File: src/shared/gmp_pkg.sv
// shared constants and carriers for the instrument message port
package gmp_pkg;

  // ----------------------------------------------------------------
  // bus command codes (7-bit, compared with the parity bit dropped)
  // ----------------------------------------------------------------
  localparam logic [7:0] LISTEN_OFS = 8'h20;
  localparam logic [7:0] TALK_OFS   = 8'h40;
  localparam logic [7:0] UC_CLEAR   = 8'h14;
  localparam logic [7:0] UC_UNLSN   = 8'h3F;
  localparam logic [7:0] UC_UNTLK   = 8'h5F;
  localparam logic [7:0] AC_LOCAL   = 8'h01;
  localparam logic [7:0] AC_SCLEAR  = 8'h04;
  localparam logic [7:0] UC_SPOLL_EN  = 8'h18;
  localparam logic [7:0] UC_SPOLL_DIS = 8'h19;
  localparam logic [4:0] ADDR_NONE  = 5'h1F;

  // ----------------------------------------------------------------
  // characters and fixed bytes
  // ----------------------------------------------------------------
  localparam logic [7:0] CH_LF    = 8'h0A;
  localparam logic [7:0] CH_CR    = 8'h0D;
  localparam logic [7:0] CH_SP    = 8'h20;
  localparam logic [7:0] CH_SEMI  = 8'h3B;
  localparam logic [7:0] CH_QM    = 8'h3F;
  localparam logic [7:0] CH_ZERO  = 8'h30;
  localparam logic [7:0] CASE_MSK = 8'hDF;
  localparam logic [7:0] FILL_BYTE = 8'hFF;
  localparam logic [7:0] STB_RQS  = 8'h40;
  localparam logic [31:0] KW_INIT  = 32'h494E_4954;
  localparam logic [39:0] KW_EVENT = 40'h45_5645_4E54;
  localparam int HDR_MAX   = 6;
  localparam int OUT_DEPTH = 512;

  // ----------------------------------------------------------------
  // carriers
  // ----------------------------------------------------------------
  typedef enum logic [1:0] {OS_IDLE, OS_CR, OS_LF, OS_DONE} gmp_os_e;

  typedef struct packed {
    logic       valid;
    logic       atn;
    logic       eoi;
    logic [7:0] data;
  } gmp_rx_s;

  typedef struct packed {
    logic       valid;
    logic       eoi;
    logic [7:0] data;
  } gmp_tx_s;

  typedef struct packed {
    logic        valid;
    logic        pair;
    logic [7:0]  data;
    logic [15:0] x;
    logic [15:0] y;
  } gmp_resp_s;

  typedef struct packed {
    logic        valid;
    logic        query;
    logic [47:0] header;
  } gmp_exec_s;

  typedef struct packed {
    logic       valid;
    logic [7:0] code;
  } gmp_err_s;

endpackage

File: src/design/gmp_sync.sv
// two-stage synchroniser for pin levels
`timescale 1ns/1ps
module gmp_sync #(
  parameter int W = 1
) (
  input  wire logic         i_clk,
  input  wire logic         i_rstn,
  input  wire logic [W-1:0] i_d,
  output logic      [W-1:0] o_q
);
  import gmp_pkg::*;

  typedef struct packed {
    logic [W-1:0] s1;
    logic [W-1:0] s2;
  } gmp_sync_s;

  gmp_sync_s r_reg;
  gmp_sync_s r_next;

  if (W < 1) begin : g_chk
    $error("gmp_sync: width must be at least one");
  end

  always_comb begin
    r_next.s1 = i_d;
    r_next.s2 = r_reg.s1;
  end

  always_ff @(posedge i_clk or negedge i_rstn) begin
    if (!i_rstn) begin
      r_reg <= '0;
    end else begin
      r_reg <= r_next;
    end
  end

  assign o_q = r_reg.s2;
endmodule

File: src/design/gmp_port.sv
// device-side message port: addressing, parsing, buffered replies
// Contract
// - talked with empty output buffer: send all-ones byte with EOI
// - queries always answered; setting commands refused unless remote
// - listen address is primary address plus 32
// - device clear empties input and output buffers, execution continues
// - pending reply aborted by device clear or new device input
// - universal codes: 20 clear, 63 unlisten, 95 untalk
// - addressed codes need own listen: 1 go-to-local, 4 selected clear
// - IFC: unlisten, untalk, serial poll disabled
// - init command returns all controls to power-up state
// - mnemonic followed by question mark is a query, reply buffered
// - event query returns the code of the last error
// - settings dump: one unit per function, about 500 characters
// - curve pair sent as x high, x low, y high, y low
// - terminator switch: LF or EOI, or EOI only; output matches
// - primary address 31 answers no address
// - units executed only at terminator or semicolon, in order
`timescale 1ns/1ps
module gmp_port #(
  parameter int DEPTH = gmp_pkg::OUT_DEPTH
) (
  input  wire logic              i_clk,
  input  wire logic              i_rstn,
  input  wire gmp_pkg::gmp_rx_s   i_rx,
  input  wire logic              i_tx_ready,
  input  wire gmp_pkg::gmp_resp_s i_resp,
  input  wire gmp_pkg::gmp_err_s  i_err,
  input  wire logic              i_ifc,
  input  wire logic              i_ren,
  input  wire logic [4:0]        i_addr_sw,
  input  wire logic              i_term_eoi_sw,
  input  wire logic              i_reread,
  output gmp_pkg::gmp_tx_s        o_tx,
  output logic                   o_resp_ready,
  output gmp_pkg::gmp_exec_s      o_exec,
  output logic                   o_init,
  output logic                   o_srq,
  output logic                   o_listen,
  output logic                   o_talk,
  output logic                   o_remote
);
  import gmp_pkg::*;

  localparam int AW = $clog2(DEPTH);

  // ----------------------------------------------------------------
  // state
  // ----------------------------------------------------------------
  typedef struct packed {
    logic        listen;
    logic        talk;
    logic        spoll;
    logic        remote;
    logic        cfg;
    logic [1:0]  warm;
    logic        term_eoi;
    logic        msg_open;
    logic        hdone;
    logic        qmark;
    logic        rqs;
    logic [4:0]  addr;
    logic [47:0] hdr;
    logic [2:0]  hlen;
    logic [7:0]  evt;
    logic [31:0] stg;
    logic [2:0]  stg_cnt;
    gmp_os_e     os;
    gmp_tx_s     tx;
    gmp_exec_s   ex;
    logic        init;
    logic [AW-1:0] wp;
    logic [AW-1:0] rp;
    logic [AW:0]   cnt;
  } gmp_st_s;

  gmp_st_s    r_reg;
  gmp_st_s    r_next;
  logic [7:0] mem [DEPTH];
  logic [8:0] sync_q;
  logic       ifc_s;
  logic       ren_s;
  logic       term_s;
  logic       reread_s;
  logic [4:0] addr_s;
  logic       wr;
  logic       wr_eff;
  logic [7:0] wd;
  logic       clr_out;
  logic       rdy;
  logic [7:0] c7;
  logic [7:0] mla;
  logic       mine;
  logic       mla_hit;

  if (DEPTH < 512 || (1 << AW) != DEPTH) begin : g_chk
    $error("gmp_port: depth must be a power of two, at least 512");
  end

  // pins cross into the clock domain before any decode
  gmp_sync #(.W(9)) u_sync (
    .i_clk  (i_clk),
    .i_rstn (i_rstn),
    .i_d    ({i_ifc, i_ren, i_term_eoi_sw, i_reread, i_addr_sw}),
    .o_q    (sync_q)
  );
  assign {ifc_s, ren_s, term_s, reread_s, addr_s} = sync_q;

  assign c7      = {1'b0, i_rx.data[6:0]};
  assign mla     = LISTEN_OFS + {3'b000, r_reg.addr};
  assign mine    = r_reg.cfg && r_reg.addr != ADDR_NONE;
  assign mla_hit = i_rx.valid && i_rx.atn && mine && c7 == mla;

  // ----------------------------------------------------------------
  // next state
  // ----------------------------------------------------------------
  always_comb begin
    logic       term;
    logic       dd;
    logic       evt_load;
    logic       nq;
    logic       nd;
    logic [2:0] nl;
    logic [47:0] nh;
    logic [7:0] up;
    term     = 1'b0;
    dd       = i_rx.valid && !i_rx.atn && r_reg.listen;
    evt_load = 1'b0;
    nq       = r_reg.qmark;
    nd       = r_reg.hdone;
    nl       = r_reg.hlen;
    nh       = r_reg.hdr;
    up       = i_rx.data;
    if (i_rx.data >= 8'h61 && i_rx.data <= 8'h7A) begin
      up = i_rx.data & CASE_MSK;
    end
    r_next   = r_reg;
    r_next.ex.valid = 1'b0;
    r_next.init     = 1'b0;
    wr       = 1'b0;
    wd       = 8'h00;
    clr_out  = 1'b0;

    // switches caught once after reset and on each reread request
    // synchroniser resets to zero, so wait until it carries the pins
    r_next.warm = {r_reg.warm[0], 1'b1};
    if ((r_reg.warm[1] && !r_reg.cfg) || reread_s) begin
      r_next.cfg      = 1'b1;
      r_next.addr     = addr_s;
      r_next.term_eoi = term_s;
    end

    // interface messages, sent with ATN
    if (i_rx.valid && i_rx.atn) begin
      if (mla_hit) begin
        r_next.listen = 1'b1;
        r_next.talk   = 1'b0;
        if (ren_s) begin
          r_next.remote = 1'b1;
        end
      end else if (mine && c7 == TALK_OFS + {3'b000, r_reg.addr}) begin
        r_next.talk   = 1'b1;
        r_next.listen = 1'b0;
      end else if (c7 == UC_UNLSN) begin
        r_next.listen = 1'b0;
      end else if (c7 == UC_UNTLK) begin
        r_next.talk = 1'b0;
      end else if (c7 == UC_CLEAR ||
                   (c7 == AC_SCLEAR && r_reg.listen)) begin
        clr_out = 1'b1;
      end else if (c7 == AC_LOCAL && r_reg.listen) begin
        r_next.remote = 1'b0;
      end else if (c7 == UC_SPOLL_EN) begin
        r_next.spoll = 1'b1;
      end else if (c7 == UC_SPOLL_DIS) begin
        r_next.spoll = 1'b0;
      end
    end
    if (!ren_s) begin
      r_next.remote = 1'b0;
    end
    // checked after the commands, so a same-cycle address cannot win
    if (r_next.addr == ADDR_NONE) begin
      r_next.listen = 1'b0;
      r_next.talk   = 1'b0;
    end

    // device-dependent bytes; header kept, arguments go unparsed
    if (dd) begin
      if (!r_reg.msg_open) begin
        r_next.msg_open = 1'b1;
        clr_out = 1'b1;
      end
      term = i_rx.eoi || (!r_reg.term_eoi && i_rx.data == CH_LF);
      if (i_rx.data == CH_QM) begin
        nq = 1'b1;
      end else if (i_rx.data == CH_SP || i_rx.data == CH_CR ||
                   i_rx.data == CH_LF) begin
        nd = nl != 3'd0;
      end else if (i_rx.data != CH_SEMI && !nd &&
                   nl < 3'(HDR_MAX)) begin
        nh = {r_reg.hdr[39:0], up};
        nl = r_reg.hlen + 3'd1;
      end
      r_next.hdr   = nh;
      r_next.hlen  = nl;
      r_next.qmark = nq;
      r_next.hdone = nd;
      if (i_rx.data == CH_SEMI || term) begin
        if (nl != 3'd0) begin
          if (nq) begin
            if (nl == 3'd5 && nh[39:0] == KW_EVENT) begin
              // event code as three decimal digits
              evt_load       = 1'b1;
              r_next.stg     = {CH_ZERO + r_reg.evt / 8'd100,
                                CH_ZERO + (r_reg.evt / 8'd10) % 8'd10,
                                CH_ZERO + r_reg.evt % 8'd10, 8'h00};
              r_next.stg_cnt = 3'd3;
              r_next.evt     = 8'h00;
            end else begin
              r_next.ex = '{valid: 1'b1, query: 1'b1, header: nh};
            end
          end else if (r_reg.remote) begin
            if (nl == 3'd4 && nh[31:0] == KW_INIT) begin
              r_next.init = 1'b1;
            end else begin
              r_next.ex = '{valid: 1'b1, query: 1'b0, header: nh};
            end
          end
        end
        r_next.hdr   = '0;
        r_next.hlen  = 3'd0;
        r_next.qmark = 1'b0;
        r_next.hdone = 1'b0;
        if (term) begin
          r_next.msg_open = 1'b0;
        end
      end
    end

    // reply bytes into the output buffer; curve pairs split high first
    rdy = r_reg.stg_cnt == 3'd0 && !evt_load;
    if (r_reg.stg_cnt != 3'd0) begin
      wr = 1'b1;
      wd = r_reg.stg[31:24];
      r_next.stg     = {r_reg.stg[23:0], 8'h00};
      r_next.stg_cnt = r_reg.stg_cnt - 3'd1;
    end else if (i_resp.valid && rdy) begin
      if (i_resp.pair) begin
        r_next.stg     = {i_resp.x, i_resp.y};
        r_next.stg_cnt = 3'd4;
      end else begin
        wr = 1'b1;
        wd = i_resp.data;
      end
    end

    // talker; overflow bytes are simply lost
    if (r_reg.tx.valid && i_tx_ready) begin
      r_next.tx.valid = 1'b0;
    end
    if (!r_reg.talk) begin
      r_next.os = OS_IDLE;
    end else if (!i_rx.atn && (!r_reg.tx.valid || i_tx_ready)) begin
      if (r_reg.spoll) begin
        r_next.tx  = '{valid: 1'b1, eoi: 1'b0,
                       data: r_reg.rqs ? STB_RQS : 8'h00};
        r_next.rqs = 1'b0;
      end else begin
        case (r_reg.os)
          OS_IDLE: begin
            if (r_reg.cnt != '0) begin
              r_next.tx = '{valid: 1'b1, data: mem[r_reg.rp],
                            eoi: r_reg.cnt == 1 && r_reg.term_eoi};
              r_next.rp  = r_reg.rp + 1'b1;
              r_next.cnt = r_reg.cnt - 1'b1;
              if (r_reg.cnt == 1) begin
                r_next.os = r_reg.term_eoi ? OS_DONE : OS_CR;
              end
            end else begin
              r_next.tx = '{valid: 1'b1, eoi: 1'b1, data: FILL_BYTE};
              r_next.os = OS_DONE;
            end
          end
          OS_CR: begin
            r_next.tx = '{valid: 1'b1, eoi: 1'b0, data: CH_CR};
            r_next.os = OS_LF;
          end
          OS_LF: begin
            r_next.tx = '{valid: 1'b1, eoi: 1'b1, data: CH_LF};
            r_next.os = OS_DONE;
          end
          default: begin
            r_next.os = OS_DONE;
          end
        endcase
      end
    end

    wr_eff = wr && !clr_out && r_next.cnt < (AW+1)'(DEPTH);
    if (wr_eff) begin
      r_next.wp  = r_reg.wp + 1'b1;
      r_next.cnt = r_next.cnt + 1'b1;
    end

    // clears do not touch a unit already handed to the executor
    if (clr_out) begin
      r_next.wp  = '0;
      r_next.rp  = '0;
      r_next.cnt = '0;
      r_next.stg_cnt = 3'd0;
      if (!dd) begin
        r_next.hdr      = '0;
        r_next.hlen     = 3'd0;
        r_next.qmark    = 1'b0;
        r_next.hdone    = 1'b0;
        r_next.msg_open = 1'b0;
        r_next.rqs      = 1'b0;
        r_next.evt      = 8'h00;
      end
    end
    if (ifc_s) begin
      r_next.listen = 1'b0;
      r_next.talk   = 1'b0;
      r_next.spoll  = 1'b0;
    end
    // a new error wins over any clear in the same cycle
    if (i_err.valid) begin
      r_next.evt = i_err.code;
      r_next.rqs = 1'b1;
    end
  end

  always_ff @(posedge i_clk or negedge i_rstn) begin
    if (!i_rstn) begin
      r_reg <= '0;
    end else begin
      r_reg <= r_next;
    end
  end

  // reply storage has no reset; pointers define its content
  always_ff @(posedge i_clk) begin
    if (wr_eff) begin
      mem[r_reg.wp] <= wd;
    end
  end

  assign o_tx         = r_reg.tx;
  assign o_resp_ready = rdy;
  assign o_exec       = r_reg.ex;
  assign o_init       = r_reg.init;
  assign o_srq        = r_reg.rqs;
  assign o_listen     = r_reg.listen;
  assign o_talk       = r_reg.talk;
  assign o_remote     = r_reg.remote;
endmodule

File: config.mk
export PLATFORM = sky130hd
export DESIGN_NAME = gmp_port
export DESIGN_NICKNAME = d
export VERILOG_FILES = /design/src/shared/gmp_pkg.sv /design/src/design/gmp_sync.sv /design/src/design/gmp_port.sv
export SDC_FILE = /design/constraint.sdc
export NUM_CORES = 2
export LEC_CHECK = 0
export ABC_AREA = 1
export ABC_CLOCK_PERIOD_IN_PS = 61400
export BUFFER_PORTS_ARGS = -buffer_cell sky130_fd_sc_hd__buf_2
export CORE_MARGIN = 2
export CORE_UTILIZATION = 40
export DETAILED_ROUTE_END_ITERATION = 10
export SLEW_MARGIN = 25
export SYNTH_ARGS = -nofsm -noshare
export SYNTH_HDL_FRONTEND = slang
export SYNTH_SLANG_ARGS = --single-unit
File: constraint.sdc
create_clock -name i_clk -period 61.4 [get_ports i_clk]
set_input_delay 12.28 -clock i_clk [delete_from_list [all_inputs] [get_ports i_clk]]
set_output_delay 12.28 -clock i_clk [all_outputs]
set_load 0.03 [all_outputs]
==> results_tabular.tex <==
\begin{tabular}{lr}
\hline
Metric & Value \\
\hline
\multicolumn{2}{l}{\textbf{Yosys}} \\
\quad Sequential-to-total area share from yosys stat & 0.744 \\
\quad Top\_reg\_cell synth & sky130\_fd\_sc\_hd\_\_edfxtp\_1 \\
\quad Cell count after synthesis & around 14,000 \\
\quad Mapped Avg Cell Area & $\sim$13 µm² \\
\quad Register bit count reported by yosys & $\sim$4,300 \\
\quad Synth Cell Area & around 0.17 mm² \\
\quad Yosys warnings & 0 \\
\quad Synthesized net count & 13,621 \\
\quad Netlist cell types & 64 \\
\quad Count of flip-flops with a built-in enable after synthesis & slightly above 4,000 \\
\quad Share of synthesized flip-flops with an asynchronous set or reset & 0.0510 \\
\multicolumn{2}{l}{\textbf{Global route}} \\
\quad Vias in the first global route & between 100k and 150k \\
\quad Initial antenna violation count & 16 \\
\quad Wire length of the first global-routing pass & 732,000 µm \\
\quad Gr usage total & 0.223 \\
\quad Largest net degree at the start of global routing & between 150 and 200 \\
\quad Residual overflow from global routing & 0 \\
\multicolumn{2}{l}{\textbf{Clocking}} \\
\quad Worst-path clk slew & roughly 0.060 ns \\
\quad Number of clock sinks seen by CTS & roughly 4,300 \\
\quad Number of buffers created by CTS & about 430 \\
\quad Post-CTS setup-driven buffer insertion count & 0 \\
\quad CTS tree & yes \\
\quad Clock latency on the worst-skew pair & approximately 1.0 ns \\
\quad Number of H-tree levels & 5 \\
\quad Cts-stage hold buffer count & 0 \\
\quad Maximum clock insertion buffer count & 4 \\
\quad CTS Root Cell & sky130\_fd\_sc\_hd\_\_clkbuf\_16 \\
\quad Resized cells post-CTS & 0 \\
\multicolumn{2}{l}{\textbf{Power and ir drop}} \\
\quad Power density normalized to cell area & $\sim$40 mW/mm² \\
\quad P\_leak & about 0.062 µW \\
\quad Peak supply drop & roughly 0.032 mV \\
\quad Post-layout total power & about 7600 µW \\
\multicolumn{2}{l}{\textbf{Placement}} \\
\quad Routability cong. & slightly below 0.9 \\
\quad Number of input and output port buffers inserted & around 140 \\
\quad Placed wire-length estimate & between 200,000 and 300,000 µm \\
\quad Instance area at placement & 0.178 mm² \\
\multicolumn{2}{l}{\textbf{Critical path}} \\
\quad Data required time of the worst path & 49.12 ns \\
\quad Arrival time of data at the critical path endpoint & between 15 and 20 ns \\
\quad Origin of the critical flop-to-flop path & r\_reg[136]\$\_DFF\_PN0\_ \\
\quad WS Path Type & in2out \\
\quad Start point of the critical path & i\_rx[2] \\
\quad Maximum fanout encountered on the critical timing path & 96 \\
\quad CP endpoint kind & primary output \\
\quad CP startpoint kind & input port \\
\multicolumn{2}{l}{\textbf{Floorplan}} \\
\quad Die width & roughly 660 µm \\
\quad Die height & around 660 µm \\
\quad Overall die area & 0.437 mm² \\
\quad Placement Rows & about 240 \\
\quad I/O Pins & 140 \\
\quad Core region area & between 0.4 and 0.5 mm² \\
\quad Initial core utilization & 0.401 \\
\multicolumn{2}{l}{\textbf{Finish}} \\
\quad Fraction of the core area covered by cells at the end of the flow & 0.448 \\
\quad Fill cells & just under 40,000 \\
\quad Post-route cell area & around 0.19 mm² \\
\quad Growth of design area from synthesis to finish & 11.6\% \\
\quad Share of layout cells above drive strength 1 & 0.0786 \\
\quad Net count reported at finish & between 10,000 and 15,000 \\
\quad Number of flip-flops in the largest register & between 4,000 and 5,000 \\
\multicolumn{2}{l}{\textbf{Timing}} \\
\quad FMAX & approximately 0.035 GHz \\
\quad Clock period minus final worst setup slack & about 29 ns \\
\quad Transition time at the pin with the least slew margin & 1.12 ns \\
\quad Max-slew violation count & 0 \\
\quad Post-route fraction of the period consumed by the critical path & 0.465 \\
\quad Unrepaired setup endpoints after global routing & false \\
\quad Slew HR & 0.250 \\
\quad Endpoints failing hold & 0 \\
\quad \# setup viols final & 0 \\
\quad Final-layout setup total negative slack & 0 ns \\
\quad Worst clock skew & between 0.05 and 0.06 ns \\
\quad Smallest hold slack & about 0.35 ns \\
\multicolumn{2}{l}{\textbf{Drt}} \\
\quad Routed len/inst & roughly 26 µm \\
\quad Antenna-violating nets left & 0 \\
\quad Vias per Instance & just under 6 \\
\quad Detailed-route DRC error count & 0 \\
\quad Met2 routed WL & about 230,000 µm \\
\quad Violation count after the first detailed-route iteration & 14,822 \\
\quad Post-Route WL & 500,000 µm \\
\quad Met3 WL & about 47,000 µm \\
\quad Detailed-route via count & 112,291 \\
\quad Routed length on met1 & 207,000 µm \\
\quad Highest metal used & met5 \\
\quad Length of the first detailed-routing pass in iterations & 6 \\
\multicolumn{2}{l}{\textbf{Min path}} \\
\quad Type of the worst min-delay path & reg2reg \\
\quad Startpoint of the tightest hold check path & r\_next[196]\$\_DFF\_PN0\_ \\
\multicolumn{2}{l}{\textbf{Run status}} \\
\quad Status & finished, final reports clean \\
\multicolumn{2}{l}{\textbf{Run}} \\
\quad Total of max-cap violations & 0 \\
\hline
\end{tabular}
[synth_stat cells (all sizes together) (63+ instances only)]
cell type,instances,share of area
buf,172,0.0061
inv,191,0.0042
o22ai,609,0.022
nand2,890,0.019
o211ai,102,0.0044
nand4,65,0.0029
a31oi,63,0.0023
nor2,2653,0.058
o21ai,2208,0.064
clkbuf,894,0.019
nand3,482,0.014
a21oi,189,0.0055
dfrtp,220,0.032
o221ai,425,0.022
edfxtp,4096,0.71
[worst max-delay path: stages]
cell and delay, ns:
sky130_fd_sc_hd__buf_2 0.15, sky130_fd_sc_hd__inv_2 0.08, sky130_fd_sc_hd__nand2_1 0.09, sky130_fd_sc_hd__nor3_1 0.26, sky130_fd_sc_hd__nand2_1 0.13, sky130_fd_sc_hd__nand2_1 0.10, sky130_fd_sc_hd__a21oi_2 0.05, sky130_fd_sc_hd__nand3_2 0.07
sky130_fd_sc_hd__buf_4 0.65, sky130_fd_sc_hd__inv_1 0.25, sky130_fd_sc_hd__nand2_1 0.12, sky130_fd_sc_hd__nand2_1 0.07, sky130_fd_sc_hd__nor4_1 0.26, sky130_fd_sc_hd__nand4_1 0.23, sky130_fd_sc_hd__nor2_1 0.20, sky130_fd_sc_hd__nand3_2 0.15
sky130_fd_sc_hd__nor2_4 0.52, sky130_fd_sc_hd__nor2_2 0.26, sky130_fd_sc_hd__buf_2 0.26
[path summary, 6_finish.rpt]
path	slack (ns)	to	depth (start not counted)
max in group asynchronous	48.78	r_reg[99]$_DFF_PN0_	2
min	0.35	r_reg[196]$_DFF_PN0_	0
max	32.85	o_resp_ready	19
max reg2reg	53.50	mem[128][3]$_DFFE_PP_	21
min in group asynchronous	11.24	o_exec[7]$_DFFE_PN0P_	1
min reg2reg	0.35	r_reg[196]$_DFF_PN0_	0
[placed cells by master, fill, tap and decap left out, drive strengths merged, types with 5 or more instances in the layout]
master / n
bufinv: 66
clkinv: 202
o41ai: 7
nor3: 38
nand4: 65
a32o: 24
nor2: 2653
a221oi: 10
o22ai: 609
buf: 342
a221o: 8
a31oi: 63
nand3: 482
a211oi: 7
o31ai: 9
o311ai: 5
a21oi: 189
dfrtp: 220
edfxtp: 4096
nor4: 19
o211ai: 102
xor2: 15
o221ai: 425
clkbuf: 504
o32ai: 37
diode: 7
ha: 27
a22oi: 8
clkinvlp: 23
o21ai: 2208
nand2: 890
inv: 204
[metal layers]
| metal | vias to the layer above | GRT usage |
|---|---|---|
| met5 | - | 0 |
| met4 | 4 | 0.0745 |
| met3 | 840 | 0.0362 |
| met2 | 5699 | 0.350 |
| met1 | 55945 | 0.316 |
| li1 | 49803 | - |
[power breakdown]
group          internal [µW]  switching (µW)  leakage, µW
clock                   1580            1140      0.00706
combinational            248            1120       0.0143
sequential              3530            23.7       0.0405
[layout make-up]
class / instances / area [µm²] / share of cell area
Sequential cell: 4316 / 129000 / 0.666
Multi-Input combinational cell: 7936 / 39400 / 0.204
Clock buffer: 504 / 11200 / 0.0582
Tap cell: 5710 / 7140 / 0.0370
Clock inverter: 293 / 3260 / 0.0169
Timing Repair Buffer: 342 / 2480 / 0.0129
Inverter: 202 / 806 / 0.00418
Antenna cell: 7 / 17.5 / 0.0000908
[stage by stage]
stage	setup WS (ns)	cells
after global placement	33.04	18504
after floorplan	33.54	13520
after CTS	32.95	19303
after detailed placement	32.96	18506
after global routing	32.52	19305
final	32.85	19310
[kinds of logic after synthesis]
logic type | after synthesis | share of synthesized area
buf+inv | 1268 | 0.0300
mux | 1 | 0.0000579
fa+ha+maj | 27 | 0.00196
simple gates | 4157 | 0.0965
xor+xnor | 18 | 0.000913
compound gates | 3732 | 0.127
flops | 4316 | 0.744
other cells | 1 | 0.0000217
Note: power is estimated with default switching activity, not from simulation.
